[config.mk]
export PLATFORM = sky130hd
export DESIGN_NAME = one_second_error_latches
export DESIGN_NICKNAME = d
export VERILOG_FILES = /design/src/shared/one_second_pkg.sv /design/src/shared/counter_bank_if.sv /design/src/verilog/error_counter_bank.sv /design/src/verilog/one_second_error_latches.sv
export SDC_FILE = /design/constraint.sdc
export NUM_CORES = 1
export LEC_CHECK = 0
export BUFFER_PORTS_ARGS = -buffer_cell sky130_fd_sc_hd__buf_4
export CAP_MARGIN = 20
export CORE_MARGIN = 8
export CORE_UTILIZATION = 35
export DETAILED_ROUTE_END_ITERATION = 6
export SLEW_MARGIN = 20
export SYNTH_ARGS = -nofsm -noshare
export SYNTH_HDL_FRONTEND = slang
export SYNTH_SLANG_ARGS = --single-unit
[constraint.sdc]
create_clock -name aclk -period 3.25 [get_ports aclk]
set_clock_uncertainty 0.1 [all_clocks]
set_input_delay 0.325 -clock aclk [delete_from_list [all_inputs] [get_ports aclk]]
set_output_delay 0.325 -clock aclk [all_outputs]
set_load 0.01 [all_outputs]
[src/shared/one_second_pkg.sv]
// Constants, register map and field layout of the one-second error latch bank
package one_second_pkg;

  // Counter channels
  localparam int NUM_COUNTERS = 4;
  localparam int CNT_W_MAX = 16;
  localparam int CH_EBIT = 0;
  localparam int CH_ALIGN = 1;
  localparam int CH_BPV = 2;
  localparam int CH_CRC4 = 3;
  localparam int EBIT_W = 10;
  localparam int ALIGN_W = 8;
  localparam int BPV_W = 16;
  localparam int CRC4_W = 10;
  localparam int BYTE_W = 8;
  localparam int HI10_W = 2;

  // Register indices; byte address is four times the index
  localparam int IDX_W = 6;
  localparam logic [5:0] IDX_INT_STATUS = 6'h00;
  localparam logic [5:0] IDX_INT_MASK = 6'h01;
  localparam logic [5:0] IDX_CONTROL = 6'h02;
  localparam logic [5:0] IDX_EBIT_HI = 6'h10;
  localparam logic [5:0] IDX_EBIT_LO = 6'h11;
  localparam logic [5:0] IDX_ALIGN = 6'h12;
  localparam logic [5:0] IDX_BPV_HI = 6'h13;
  localparam logic [5:0] IDX_BPV_LO = 6'h14;
  localparam logic [5:0] IDX_CRC4_HI = 6'h15;
  localparam logic [5:0] IDX_CRC4_LO = 6'h16;
  localparam logic [5:0] IDX_PAGE_LAST = 6'h1F;
  localparam int IDX_LSB = 2;

  // Interrupt status and mask layout
  localparam int INT_W = 5;
  localparam int INT_SNAPSHOT = 0;
  localparam int INT_SAT_BASE = 1;
  localparam logic [4:0] INT_MASK_RESET = 5'h00;

  // Control register layout
  localparam int CTRL_W = 1;
  localparam int CTRL_COUNT_EN = 0;
  localparam logic [0:0] CTRL_RESET = 1'h1;

  // AXI responses
  localparam logic [1:0] RESP_OKAY = 2'h0;
  localparam logic [1:0] RESP_SLVERR = 2'h2;

  // Snapshot timing
  localparam int CLK_HZ = 125000000;
  localparam int SNAPSHOT_PERIOD_MS = 1000;
  localparam int SNAPSHOT_CYCLES = SNAPSHOT_PERIOD_MS * (CLK_HZ / 1000);

  // Width of each counter channel
  function automatic int cnt_width(input int ch);
    int w;
    w = EBIT_W;
    if (ch == CH_ALIGN) begin
      w = ALIGN_W;
    end else if (ch == CH_BPV) begin
      w = BPV_W;
    end else if (ch == CH_CRC4) begin
      w = CRC4_W;
    end
    return w;
  endfunction

endpackage

[src/shared/counter_bank_if.sv]
// Signals between the register side and the error counter bank
`timescale 1ns/1ns
interface counter_bank_if;
  logic [one_second_pkg::NUM_COUNTERS-1:0] evt;
  logic tick;
  logic count_en;
  logic [one_second_pkg::CNT_W_MAX-1:0] latched [one_second_pkg::NUM_COUNTERS];
  logic [one_second_pkg::NUM_COUNTERS-1:0] saturated;

  modport bank (input evt, input tick, input count_en, output latched, output saturated);
  modport ctrl (output evt, output tick, output count_en, input latched, input saturated);
endinterface

[src/verilog/error_counter_bank.sv]
// Running error counters and their one-second latched copies
`timescale 1ns/1ns
module error_counter_bank (
  // Clock and reset
  input wire logic aclk,
  input wire logic aresetn,
  // Control side
  counter_bank_if.bank bank
);

  genvar ch;
  generate
    for (ch = 0; ch < one_second_pkg::NUM_COUNTERS; ch++) begin : g_chan
      localparam int W = one_second_pkg::cnt_width(ch);
      logic [W-1:0] run_reg;
      logic [W-1:0] latch_reg;
      logic sat_reg;
      logic hit;
      logic at_max;

      assign hit = bank.evt[ch] && bank.count_en;
      assign at_max = (run_reg == {W{1'b1}});

      // Running count, restarted by each snapshot
      always_ff @(posedge aclk) begin
        if (!aresetn) begin
          run_reg <= '0;
        end else if (bank.tick) begin
          run_reg <= hit ? W'(1) : '0;
        end else if (hit && !at_max) begin
          run_reg <= run_reg + W'(1);
        end
      end

      // Snapshot copy
      always_ff @(posedge aclk) begin
        if (!aresetn) begin
          latch_reg <= '0;
        end else if (bank.tick) begin
          latch_reg <= run_reg;
        end
      end

      // Saturation event, one cycle
      always_ff @(posedge aclk) begin
        if (!aresetn) begin
          sat_reg <= 1'b0;
        end else begin
          sat_reg <= hit && at_max && !bank.tick;
        end
      end

      assign bank.latched[ch] = one_second_pkg::CNT_W_MAX'(latch_reg);
      assign bank.saturated[ch] = sat_reg;
    end
  endgenerate

endmodule

[src/verilog/one_second_error_latches.sv]
// Top of the one-second error latch bank with AXI4-Lite register access
//
// Decided for this implementation: register access over AXI4-Lite.
`timescale 1ns/1ns
module one_second_error_latches #(
  parameter int TICK_CYCLES = one_second_pkg::SNAPSHOT_CYCLES,
  parameter int ADDR_W = 8
) (
  // Clock and reset
  input wire logic aclk,
  input wire logic aresetn,
  // Error events from the receive framer
  input wire logic ebit_err_pulse,
  input wire logic errored_align_pulse,
  input wire logic bipolar_violation_pulse,
  input wire logic crc4_err_pulse,
  // AXI4-Lite write address
  input wire logic [ADDR_W-1:0] s_axi_awaddr,
  input wire logic [2:0] s_axi_awprot,
  input wire logic s_axi_awvalid,
  output logic s_axi_awready,
  // AXI4-Lite write data
  input wire logic [31:0] s_axi_wdata,
  input wire logic [3:0] s_axi_wstrb,
  input wire logic s_axi_wvalid,
  output logic s_axi_wready,
  // AXI4-Lite write response
  output logic [1:0] s_axi_bresp,
  output logic s_axi_bvalid,
  input wire logic s_axi_bready,
  // AXI4-Lite read address
  input wire logic [ADDR_W-1:0] s_axi_araddr,
  input wire logic [2:0] s_axi_arprot,
  input wire logic s_axi_arvalid,
  output logic s_axi_arready,
  // AXI4-Lite read data
  output logic [31:0] s_axi_rdata,
  output logic [1:0] s_axi_rresp,
  output logic s_axi_rvalid,
  input wire logic s_axi_rready,
  // Interrupt
  output logic irq
);

  localparam int TW = $clog2(TICK_CYCLES + 1);
  localparam logic [TW-1:0] TICK_LAST = TW'(TICK_CYCLES - 1);
  localparam int NC = one_second_pkg::NUM_COUNTERS;
  localparam int IW = one_second_pkg::INT_W;
  localparam int IDX_LSB_HI = one_second_pkg::IDX_LSB + one_second_pkg::IDX_W - 1;

  counter_bank_if cbus ();

  error_counter_bank u_bank (
    .aclk(aclk),
    .aresetn(aresetn),
    .bank(cbus)
  );

  // One-second timer
  logic [TW-1:0] timer_reg;
  logic tick;

  assign tick = (timer_reg == TICK_LAST);

  always_ff @(posedge aclk) begin
    if (!aresetn) begin
      timer_reg <= '0;
    end else if (tick) begin
      timer_reg <= '0;
    end else begin
      timer_reg <= timer_reg + TW'(1);
    end
  end

  // Control register
  logic [one_second_pkg::CTRL_W-1:0] control_reg;

  assign cbus.tick = tick;
  assign cbus.count_en = control_reg[one_second_pkg::CTRL_COUNT_EN];
  assign cbus.evt[one_second_pkg::CH_EBIT] = ebit_err_pulse;
  assign cbus.evt[one_second_pkg::CH_ALIGN] = errored_align_pulse;
  assign cbus.evt[one_second_pkg::CH_BPV] = bipolar_violation_pulse;
  assign cbus.evt[one_second_pkg::CH_CRC4] = crc4_err_pulse;

  // Write channel holding
  logic aw_held_reg;
  logic w_held_reg;
  logic [one_second_pkg::IDX_W-1:0] aw_idx_reg;
  logic aw_bad_reg;
  logic [31:0] wdata_reg;
  logic [3:0] wstrb_reg;
  logic bvalid_reg;
  logic [1:0] bresp_reg;
  logic aw_take;
  logic w_take;
  logic do_write;
  logic [one_second_pkg::IDX_W-1:0] aw_idx_in;
  logic aw_bad_in;

  assign s_axi_awready = !aw_held_reg && !bvalid_reg;
  assign s_axi_wready = !w_held_reg && !bvalid_reg;
  assign aw_take = s_axi_awvalid && s_axi_awready;
  assign w_take = s_axi_wvalid && s_axi_wready;
  assign do_write = aw_held_reg && w_held_reg;
  assign s_axi_bvalid = bvalid_reg;
  assign s_axi_bresp = bresp_reg;
  assign aw_idx_in = s_axi_awaddr[IDX_LSB_HI:one_second_pkg::IDX_LSB];
  assign aw_bad_in = (ADDR_W > IDX_LSB_HI + 1) ?
                     (s_axi_awaddr >> (IDX_LSB_HI + 1)) != '0 : 1'b0;

  always_ff @(posedge aclk) begin
    if (!aresetn) begin
      aw_held_reg <= 1'b0;
      aw_idx_reg <= '0;
      aw_bad_reg <= 1'b0;
    end else if (aw_take) begin
      aw_held_reg <= 1'b1;
      aw_idx_reg <= aw_idx_in;
      aw_bad_reg <= aw_bad_in || (aw_idx_in > one_second_pkg::IDX_PAGE_LAST);
    end else if (do_write) begin
      aw_held_reg <= 1'b0;
    end
  end

  always_ff @(posedge aclk) begin
    if (!aresetn) begin
      w_held_reg <= 1'b0;
      wdata_reg <= '0;
      wstrb_reg <= '0;
    end else if (w_take) begin
      w_held_reg <= 1'b1;
      wdata_reg <= s_axi_wdata;
      wstrb_reg <= s_axi_wstrb;
    end else if (do_write) begin
      w_held_reg <= 1'b0;
    end
  end

  always_ff @(posedge aclk) begin
    if (!aresetn) begin
      bvalid_reg <= 1'b0;
      bresp_reg <= one_second_pkg::RESP_OKAY;
    end else if (do_write) begin
      bvalid_reg <= 1'b1;
      bresp_reg <= aw_bad_reg ? one_second_pkg::RESP_SLVERR : one_second_pkg::RESP_OKAY;
    end else if (s_axi_bready) begin
      bvalid_reg <= 1'b0;
    end
  end

  logic wr_low;

  assign wr_low = do_write && !aw_bad_reg && wstrb_reg[0];

  // Mask and control writes
  logic [IW-1:0] int_mask_reg;

  always_ff @(posedge aclk) begin
    if (!aresetn) begin
      int_mask_reg <= one_second_pkg::INT_MASK_RESET;
    end else if (wr_low && aw_idx_reg == one_second_pkg::IDX_INT_MASK) begin
      int_mask_reg <= wdata_reg[IW-1:0];
    end
  end

  always_ff @(posedge aclk) begin
    if (!aresetn) begin
      control_reg <= one_second_pkg::CTRL_RESET;
    end else if (wr_low && aw_idx_reg == one_second_pkg::IDX_CONTROL) begin
      control_reg <= wdata_reg[one_second_pkg::CTRL_W-1:0];
    end
  end

  // Sticky interrupt status, set wins over write-one clear
  logic [IW-1:0] int_status_reg;
  logic [IW-1:0] int_set;
  logic [IW-1:0] int_clr;

  assign int_set = {cbus.saturated, tick};
  assign int_clr = (wr_low && aw_idx_reg == one_second_pkg::IDX_INT_STATUS) ?
                   wdata_reg[IW-1:0] : '0;

  always_ff @(posedge aclk) begin
    if (!aresetn) begin
      int_status_reg <= '0;
    end else begin
      int_status_reg <= (int_status_reg & ~int_clr) | int_set;
    end
  end

  assign irq = |(int_status_reg & int_mask_reg);

  // Read channel
  logic rvalid_reg;
  logic [31:0] rdata_reg;
  logic [1:0] rresp_reg;
  logic [31:0] rdata_next;
  logic [1:0] rresp_next;
  logic [one_second_pkg::IDX_W-1:0] ar_idx;
  logic ar_bad;
  logic ar_take;

  assign s_axi_arready = !rvalid_reg;
  assign ar_take = s_axi_arvalid && s_axi_arready;
  assign ar_idx = s_axi_araddr[IDX_LSB_HI:one_second_pkg::IDX_LSB];
  assign ar_bad = ((ADDR_W > IDX_LSB_HI + 1) ?
                   (s_axi_araddr >> (IDX_LSB_HI + 1)) != '0 : 1'b0) ||
                  (ar_idx > one_second_pkg::IDX_PAGE_LAST);
  assign s_axi_rvalid = rvalid_reg;
  assign s_axi_rdata = rdata_reg;
  assign s_axi_rresp = rresp_reg;

  logic [one_second_pkg::CNT_W_MAX-1:0] lat_ebit;
  logic [one_second_pkg::CNT_W_MAX-1:0] lat_align;
  logic [one_second_pkg::CNT_W_MAX-1:0] lat_bpv;
  logic [one_second_pkg::CNT_W_MAX-1:0] lat_crc4;

  assign lat_ebit = cbus.latched[one_second_pkg::CH_EBIT];
  assign lat_align = cbus.latched[one_second_pkg::CH_ALIGN];
  assign lat_bpv = cbus.latched[one_second_pkg::CH_BPV];
  assign lat_crc4 = cbus.latched[one_second_pkg::CH_CRC4];

  always_comb begin
    rdata_next = '0;
    rresp_next = one_second_pkg::RESP_OKAY;
    if (ar_bad) begin
      rresp_next = one_second_pkg::RESP_SLVERR;
    end else if (ar_idx == one_second_pkg::IDX_INT_STATUS) begin
      rdata_next = 32'(int_status_reg);
    end else if (ar_idx == one_second_pkg::IDX_INT_MASK) begin
      rdata_next = 32'(int_mask_reg);
    end else if (ar_idx == one_second_pkg::IDX_CONTROL) begin
      rdata_next = 32'(control_reg);
    end else if (ar_idx == one_second_pkg::IDX_EBIT_HI) begin
      rdata_next = 32'(lat_ebit[one_second_pkg::EBIT_W-1:one_second_pkg::BYTE_W]);
    end else if (ar_idx == one_second_pkg::IDX_EBIT_LO) begin
      rdata_next = 32'(lat_ebit[one_second_pkg::BYTE_W-1:0]);
    end else if (ar_idx == one_second_pkg::IDX_ALIGN) begin
      rdata_next = 32'(lat_align[one_second_pkg::ALIGN_W-1:0]);
    end else if (ar_idx == one_second_pkg::IDX_BPV_HI) begin
      rdata_next = 32'(lat_bpv[one_second_pkg::BPV_W-1:one_second_pkg::BYTE_W]);
    end else if (ar_idx == one_second_pkg::IDX_BPV_LO) begin
      rdata_next = 32'(lat_bpv[one_second_pkg::BYTE_W-1:0]);
    end else if (ar_idx == one_second_pkg::IDX_CRC4_HI) begin
      rdata_next = 32'(lat_crc4[one_second_pkg::CRC4_W-1:one_second_pkg::BYTE_W]);
    end else if (ar_idx == one_second_pkg::IDX_CRC4_LO) begin
      rdata_next = 32'(lat_crc4[one_second_pkg::BYTE_W-1:0]);
    end
  end

  always_ff @(posedge aclk) begin
    if (!aresetn) begin
      rvalid_reg <= 1'b0;
      rdata_reg <= '0;
      rresp_reg <= one_second_pkg::RESP_OKAY;
    end else if (ar_take) begin
      rvalid_reg <= 1'b1;
      rdata_reg <= rdata_next;
      rresp_reg <= rresp_next;
    end else if (s_axi_rready) begin
      rvalid_reg <= 1'b0;
    end
  end

endmodule
==> impl_metrics.tcl, run 1 <==
set metrics [dict create \
    synth_seq_cells 157 \
    yosys.area.top_type "dfxtp_1" \
    fin_crit_ns 2.52 \
    hold_class "in -> reg" \
    stdcell_area_sq_um 8300 \
    path_cells "nand4bb_1 -> nor4_1 -> nand4_1 -> nand2_2 -> buf_4 -> nor4_1" \
    max_stage_delay_ns 0.52 \
    dieArea_sq_um 25600 \
    ys_top_cells_by_area "dfxtp_1 43%, nand2_1 7.8%, a21oi_1 5.7%, nor2_1 5.6%, mux2i_1 2.9%" \
    clk_pin_slew_worst_paths_ns 0.06 \
    grt_pass1_vias 5867 \
    die_x_um 160 \
    synthAdderAreaFrac_pct 0.860 \
    antenna_found_initial 0 \
    drt_iter0_markers 445 \
    ir_drop_mv 0.349 \
    synth_edf_count 0 \
    firstDrtPassIters 5 \
    path_max_fanout 40 \
    post_cts_resize_count 0 \
    synth_area_sq_um 7270 \
    start_kind "flip-flop" \
    grt_overflow 0 \
    clock_path_buffers 2 \
    detail_route.drc_violations 0 \
    setup_violations 0 \
    synthSimpleGateAreaFrac_pct 27.8 \
    multi_input_area_sq_um 3780 \
    layout-drive-gt1-share_pct 10.2 \
    avgSynthCellArea_sq_um 7.98 \
    synth-xor-area-share_pct 5.42 \
    diodes 0 \
    yosysWarningCount 0 \
    crit_type "reg -> reg" \
    synth_top_family_by_area "simple AND/OR/NAND/NOR gates" \
    critPathRequiredTime_ns 3.44 \
    rsz0062_at_grt "no" \
    htreeDepth 4 \
    core.rowCount 52 \
    path_buf_inv 1 \
    cts_hold_buf 0 \
    fin_cells 1221 \
    cap_violations 0 \
    worstPathArrival_ns 2.71 \
    num_vias 6344 \
    slew_headroom_pct 47.4 \
    place_congestion 0.887 \
    hpwl_mm 12.6 \
    ys.flop_type "dfxtp_1" \
    wl_per_cell_um 14.8 \
    cts_tree "yes" \
    io_pins 111 \
    core_area_sq_um 20300 \
    fmax_mhz 396 \
    yosys.area.top_type_share_pct 43.2 \
    grt_start_max_net_pins 57 \
    register_area_sq_um 3140 \
    grt_pass1_wl_mm 30.2 \
    hold_viol_final 0 \
    cts_root_buf "clkbuf_16" \
    layout.nets 1013 \
    nFillCells 2101 \
    synth_mux_area_share_pct 3.36 \
    cp-end-kind "flip-flop" \
    netlist_instances 911 \
    syn2layout_area_growth_pct 14.1 \
    slew_violations 0 \
    cts.sinks 157 \
    wl_mm 18.1 \
    synth-compound-area-share_pct 13.3 \
    worst_pin_slew_ns 0.784 \
    status "complete, no violations" \
    vias_per_cell 5.20 \
    yosysSeqAreaShare_pct 43.2 \
    finalCritPeriodShare_pct 77.7 \
    grt_usage_pct 14.2 \
    power_leakage_nw 2.92 \
    crit_top_cell "nor4_1" \
    placed_area_sq_um 7740 \
    clock_latency_ns 0.43 \
    synth.distinct_cells 61 \
    die_h_um 160 \
    total_power_w 0.00409 \
    setup_tns_ns 0 \
    powerDensity_nw_per_um2 493 \
    post_cts_buffers 0 \
    crit_family "simple AND/OR/NAND/NOR gates" \
    dpl.cell_count 1189 \
    ant_nets 0 \
    io_buffers 44 \
    initial_utilization_pct 35.8 \
    cts_buffers 17 \
    synthArstFlopShare_pct 0 \
    critPathSlowestCell "nand4_1" \
]
[worst paths after layout]
check | startpoint | to | slack [ns] | depth (start not counted)
min | s_axi_wdata[3] | wdata_reg[3] | 0.03 | 3
max reg2reg | timer_reg[19] | u_bank.g_chan[1].sat_reg | 0.73 | 6
max | timer_reg[19] | u_bank.g_chan[1].sat_reg | 0.73 | 6
min reg2reg | aw_idx_reg[5] | aw_idx_reg[5] | 0.35 | 2
[synthesized netlist by cell type (8+ instances only)]
master    number
nor4_1        16
nand4_1       24
dfxtp_1      157
clkbuf_1      32
o21ai_0       31
nand2_1      151
a21oi_1       83
xnor2_1       23
nor2_1       108
nand3_1       39
buf_4         26
inv_1         17
and3_1        12
a31oi_1       13
xor2_1        22
buf_2          8
nor3_1        24
mux2i_1       21
[layout make-up]
| type | instances | area share, % |
|---|---|---|
| multi-input combinational | 690 | 45.6 |
| timing repair buffer | 56 | 5.04 |
| tap | 270 | 4.07 |
| sequential | 157 | 37.9 |
| clock buffer | 19 | 5.46 |
| clock inverter | 12 | 1.22 |
| inverter | 17 | 0.769 |
[power by group]
group	internal, W	switching [W]	total (W)
Combinational	0.0000851	0.000145	0.000230
Clock	0.00103	0.000851	0.00188
Sequential	0.00195	0.0000297	0.00198
Total	0.00307	0.00102	0.00409
[stage by stage]
stage / utilization [%] / worst slack, ns / hold slack, ns
global route: 40.9 / 0.529 / 0.0239
CTS: 40.9 / 0.750 / 0.0215
floorplan: - / 1.21 / 0.327
detailed placement: 38.1 / 0.771 / 0.345
global placement: 38.1 / 0.805 / 0.341
finish: 40.9 / 0.726 / 0.0278
[layer usage]
metal	global-route usage, %	vias up	wire length [um]
met4	3.91	0	176
met2	21.5	166	8080
met1	19.0	2973	8670
met5	0	-	0
met3	4.32	14	1130
li1	-	3191	-
[tightest hold or removal path: cells and delay by family]
family                 cells  cell delay, ns
buffers and inverters      1            0.08
multiplexers               1            0.05
AND/OR/NAND/NOR            1            0.07
[logic make-up (layout without fill, tap and decap cells)]
kind of cell               Yosys count  in the layout
other                                1             26
buffers and inverters               89            104
AOI/OAI and AO/OA                  165            165
xor gates and xnor gates            45             45
and+or+nand+nor                    425            425
DFF                                157            157
adders and majority gates            5              5
muxes                               24             24
[cell usage in the layout (no fill, tap or decap), types with 22 or more instances in the layout]
| master | instances |
|---|---|
| a21oi_1 | 83 |
| buf_4 | 55 |
| conb_1 | 26 |
| dfxtp_1 | 157 |
| nand2_1 | 150 |
| nand3_1 | 39 |
| nand4_1 | 24 |
| nor2_1 | 108 |
| nor3_1 | 24 |
| o21ai_0 | 31 |
| xnor2_1 | 23 |
| xor2_1 | 22 |
(Power assumes the default switching activity.)
==> inputs of run 2 (changes only) <==
==> constraint.sdc (replaced) <==
create_clock -name aclk -period 2.61 [get_ports aclk]
set_clock_uncertainty 0.1 [all_clocks]
set_input_delay 0.261 -clock aclk [delete_from_list [all_inputs] [get_ports aclk]]
set_output_delay 0.261 -clock aclk [all_outputs]
set_load 0.01 [all_outputs]
==> impl_metrics.tcl, run 2 (synthesis results as in run 1) <==
set metrics [dict create \
    clock_latency_ns 0.42 \
    critPathSlowestCell "or4b_1" \
    worst-path-stages 5 \
    grt_usage_pct 14.0 \
    num_vias 6347 \
    cts_root_buf "clkbuf_16" \
    crit_family "simple AND/OR/NAND/NOR gates" \
    cts_buffers 17 \
    slew_headroom_pct 53.6 \
    path_cells "or4b_1 -> nor4_1 -> nand3b_1 -> mux2i_1 -> nor2_1" \
    antenna_found_initial 0 \
    dieArea_sq_um 25600 \
    worstPathArrival_ns 2.31 \
    die_x_um 160 \
    ir_drop_mv 0.465 \
    crit_type "reg -> reg" \
    reg2reg_depth 5 \
    cts.sinks 157 \
    wl_per_cell_um 14.4 \
    vias_per_cell 5.11 \
    worst_pin_slew_ns 0.690 \
    grt_overflow 0 \
    wl_mm 17.9 \
    diodes 0 \
    core.rowCount 52 \
    die_h_um 160 \
    power_leakage_nw 3.06 \
    core_area_sq_um 20300 \
    placed_area_sq_um 7840 \
    clock_path_buffers 2 \
    place_congestion 0.885 \
    layout-drive-gt1-share_pct 10.8 \
    r2r_slack_ns 0.50 \
    critPathRequiredTime_ns 2.81 \
    status "complete, no violations" \
    post_cts_buffers 0 \
    hpwl_mm 12.5 \
    finalCritPeriodShare_pct 80.9 \
    cp-end-kind "flip-flop" \
    slew_violations 0 \
    ant_nets 0 \
    setup_violations 0 \
    crit_start "aw_bad_reg" \
    crit_end "int_mask_reg[2]" \
    hold_viol_final 0 \
    firstDrtPassIters 5 \
    drt_iter0_markers 437 \
    final_common_cell "dfxtp_1" \
    grt_pass1_vias 5984 \
    powerDensity_nw_per_um2 618 \
    cap_violations 0 \
    fin_crit_ns 2.11 \
    grt_pass1_wl_mm 30.1 \
    rsz0062_at_grt "no" \
    cts_tree "yes" \
    total_power_w 0.00531 \
    path_max_fanout 5 \
    r2r-end "int_mask_reg[2]" \
    clk_pin_slew_worst_paths_ns 0.07 \
    max_stage_delay_ns 0.51 \
    r2r-start "aw_bad_reg" \
    mostFrequentLayoutCells "157 x dfxtp_1, 150 x nand2_1, 108 x nor2_1" \
    stdcell_area_sq_um 8590 \
    layout.nets 1034 \
    io_buffers 44 \
    hold_class "in -> reg" \
    setup_tns_ns 0 \
    io_pins 111 \
    htreeDepth 4 \
    initial_utilization_pct 35.8 \
    path_buf_inv 0 \
    syn2layout_area_growth_pct 18.1 \
    grt_start_max_net_pins 74 \
    start_kind "flip-flop" \
    fmax_mhz 474 \
    detail_route.drc_violations 0 \
]
-- run 2: cell count changes in the layout (fill, tap and decap cells not counted), moves of 3 or more --
cell | before | now
buf_12 | 0 | 3
inv_8 | 1 | 6
clkinv_4 | 3 | 0
buf_4 | 55 | 60
dlygate4sd3_1 | 0 | 14
-- run 2: routing by layer --
metal	part of all wire (%)	track usage (%)	up-vias
met5	0	0	-
met2	44	21.7	190
met4	0.77	3.19	0
li1	-	-	3228
met3	7.0	3.88	12
met1	48	19.0	2917
-- run 2: worst min-delay path by stage --
stage,end,cells after the start,from,slack [ns]
floorplan,aw_idx_reg[4],2,s_axi_awaddr[6],0.30
global placement,s_axi_rdata[7],2,s_axi_rdata[7],0.34
detailed placement,s_axi_rdata[7],2,s_axi_rdata[7],0.35
CTS,cbus.count_en,2,aresetn,0.01
global route,cbus.count_en,2,aresetn,0.02
finish,cbus.count_en,2,aresetn,0.03
-- run 2: final cells by class --
class,instances,area [sq um]
fillers,2070,11700
multi-input cells,690,3780
flip-flops and latches,157,3140
repair buffers,77,651
clock buffers,17,425
well taps,270,338
clock inverters,15,183
inverters,17,63.8
-- run 2: through the flow --
stage	hold slack [ns]	cells	setup WS, ns	utilization, %
5_1_grt	0.0176	1243	0.270	42.3
3_5_place_dp	0.346	1197	0.489	38.6
6_report	0.0308	1243	0.499	42.3
3_3_place_gp	0.342	1197	0.486	38.6
2_1_floorplan	0.297	936	0.573	-
4_1_cts	0.0126	1243	0.470	42.3
-- run 2: repair_timing --
item,CTS,global route
hold buffers,14,0
resized for setup,0,0
hold endpoints to repair,15,0
-- run 2: report_power, final --
group / total, W / switching (W) / internal, W / leakage (nW)
clock: 0.00253 / 0.00115 / 0.00139 / 0.301
sequential: 0.00247 / 0.0000359 / 0.00243 / 1.27
combinational: 0.000307 / 0.000184 / 0.000123 / 1.49
==> inputs of run 3 (changes only) <==
==> constraint.sdc (replaced) <==
create_clock -name aclk -period 1.8 [get_ports aclk]
set_clock_uncertainty 0.1 [all_clocks]
set_input_delay 0.18 -clock aclk [delete_from_list [all_inputs] [get_ports aclk]]
set_output_delay 0.18 -clock aclk [all_outputs]
set_load 0.01 [all_outputs]
==> impl_metrics.tcl, run 3 (synthesis results as in run 1) <==
set metrics [dict create \
    hold_class "in -> reg" \
    final_common_cell "dfxtp_1" \
    diodes 0 \
    core_area_sq_um 20300 \
    fin_util_pct 48.2 \
    nFillCells 1948 \
    clock_latency_ns 0.44 \
    power_leakage_nw 3.76 \
    sequentialPowerShare_pct 46.1 \
    die_h_um 160 \
    cts_root_buf "clkbuf_16" \
    io_buffers 44 \
    cts_buffers 17 \
    grt_overflow 0 \
    vias_per_cell 5.13 \
    worstPathArrival_ns 2.09 \
    layout-drive-gt1-share_pct 25.9 \
    max_stage_delay_ns 0.55 \
    ir_drop_mv 0.633 \
    critPathSlowestCell "or4_4" \
    crit_type "reg -> reg" \
    fmax_mhz 538 \
    num_vias 6867 \
    violations "setup timing" \
    r2r_slack_ns -0.06 \
    initial_utilization_pct 35.8 \
    core.rowCount 52 \
    total_power_w 0.00774 \
    crit_start "u_bank.g_chan[2].run_reg[10]" \
    path_cells "nand4_4 -> or4_4 -> or4b_4 -> o21ai_2 -> nor2_1" \
    hold_viol_final 0 \
    wl_per_cell_um 15.6 \
    switching_share_pct 27.1 \
    grt_usage_pct 15.0 \
    rsz0062_at_grt "yes" \
    dieArea_sq_um 25600 \
    cap_violations 0 \
    placed_area_sq_um 8510 \
    register_area_sq_um 3160 \
    start_kind "flip-flop" \
    detail_route.drc_violations 0 \
    clk_pin_slew_worst_paths_ns 0.07 \
    p_comb_share_pct 7.3 \
    critPathRequiredTime_ns 2.04 \
    fin_ws_ns -0.0570 \
    cts_tree "yes" \
    syn2layout_area_growth_pct 34.5 \
    multi_input_area_sq_um 4130 \
    cts.sinks 157 \
    hpwl_mm 13.8 \
    io_pins 111 \
    stdcell_area_sq_um 9780 \
    path_buf_inv 0 \
    setup_violations 8 \
    slew_violations 0 \
    status "complete, but fails checks" \
    setup_tns_ns -0.152 \
    fin_hold_ws_ns 0.0255 \
    cp-end-kind "flip-flop" \
    die_x_um 160 \
    fin_crit_ns 1.86 \
    place_congestion 0.880 \
    ant_nets 0 \
    clock_path_buffers 2 \
    powerDensity_nw_per_um2 791 \
    firstDrtPassIters 5 \
    clkPwrFrac_pct 46.6 \
    layout.nets 1129 \
    p_int_w 0.00564 \
    crit_family "simple AND/OR/NAND/NOR gates" \
    wl_mm 20.9 \
    antenna_found_initial 0 \
    drt_iter0_markers 514 \
    path_max_fanout 3 \
    r2r-start "u_bank.g_chan[2].run_reg[10]" \
    p_sw_w 0.00210 \
    grt_pass1_wl_mm 32.0 \
    htreeDepth 4 \
    grt_start_max_net_pins 48 \
    mostFrequentLayoutCells "146 x dfxtp_1, 140 x buf_4, 125 x nand2_1" \
    hold_path.startpoint "ebit_err_pulse" \
    finalCritPeriodShare_pct 103 \
    grt_pass1_vias 6330 \
]
-- run 3: changes by cell type in the layout (fill, tap and decap cells not counted), moves of 9 or more --
cell	change
nand2_2	+16
a21oi_1	-20
buf_4	+80
a21oi_2	+20
dfxtp_2	+9
nand2_4	+9
dfxtp_1	-11
nand2_1	-25
-- run 3: per-stage QoR --
stage	instances	setup WS, ns
2_1_floorplan	936	-0.145
3_3_place_gp	1280	-0.0679
3_5_place_dp	1280	-0.0812
4_1_cts	1328	-0.0182
5_1_grt	1338	-0.122
6_report	1338	-0.0570
-- run 3: layout make-up --
cell class              instances  area share, %
well taps                     270           3.45
flip-flops and latches        157           32.3
clock inverters                15           1.73
multi-input cells             690           42.2
repair buffers                172           15.3
clock buffers                  17           4.35
inverters                      17          0.653
-- run 3: tightest hold or removal path: cells and delay by family --
kind | cells | cell delay, ns
buffers and inverters | 1 | 0.11
and+or+nand+nor | 3 | 0.23
-- run 3: path summary, 6_finish.rpt --
path | end | cells past startpoint
setup / recovery | u_bank.g_chan[2].run_reg[14] | 5
hold / removal | u_bank.g_chan[0].sat_reg | 4
setup reg to reg | u_bank.g_chan[2].run_reg[14] | 5
hold reg to reg | u_bank.g_chan[0].latch_reg[6] | 2
-- run 3: routing by layer --
metal | part of all wire (%) | global-route usage (%) | up-vias | wire [um]
met5 | 0 | 0 | - | 0
met4 | 1.5 | 4.42 | 0 | 315
li1 | - | - | 3420 | -
met1 | 46 | 19.7 | 3230 | 9670
met3 | 6.2 | 3.96 | 23 | 1300
met2 | 46 | 23.7 | 194 | 9630
-- run 3: power groups by stage --
stage	logic, W	clock network (W)	registers, W
global placement	0.000511	0	0.00364
global route	0.000624	0.00381	0.00357
floorplan	0.000315	0	0.00364
finish	0.000565	0.00361	0.00356
CTS	0.000550	0.00367	0.00356
detailed placement	0.000516	0	0.00364
-- run 3: timing repair --
item / in CTS / in global routing
cloned: 0 / 8
endpoints found under the setup margin: 16 / 102
hold endpoints to repair: 19 / 0
setup buffers: 0 / 2
pin swaps: 2 / 52
hold buffers: 16 / 0
resized for setup: 5 / 94
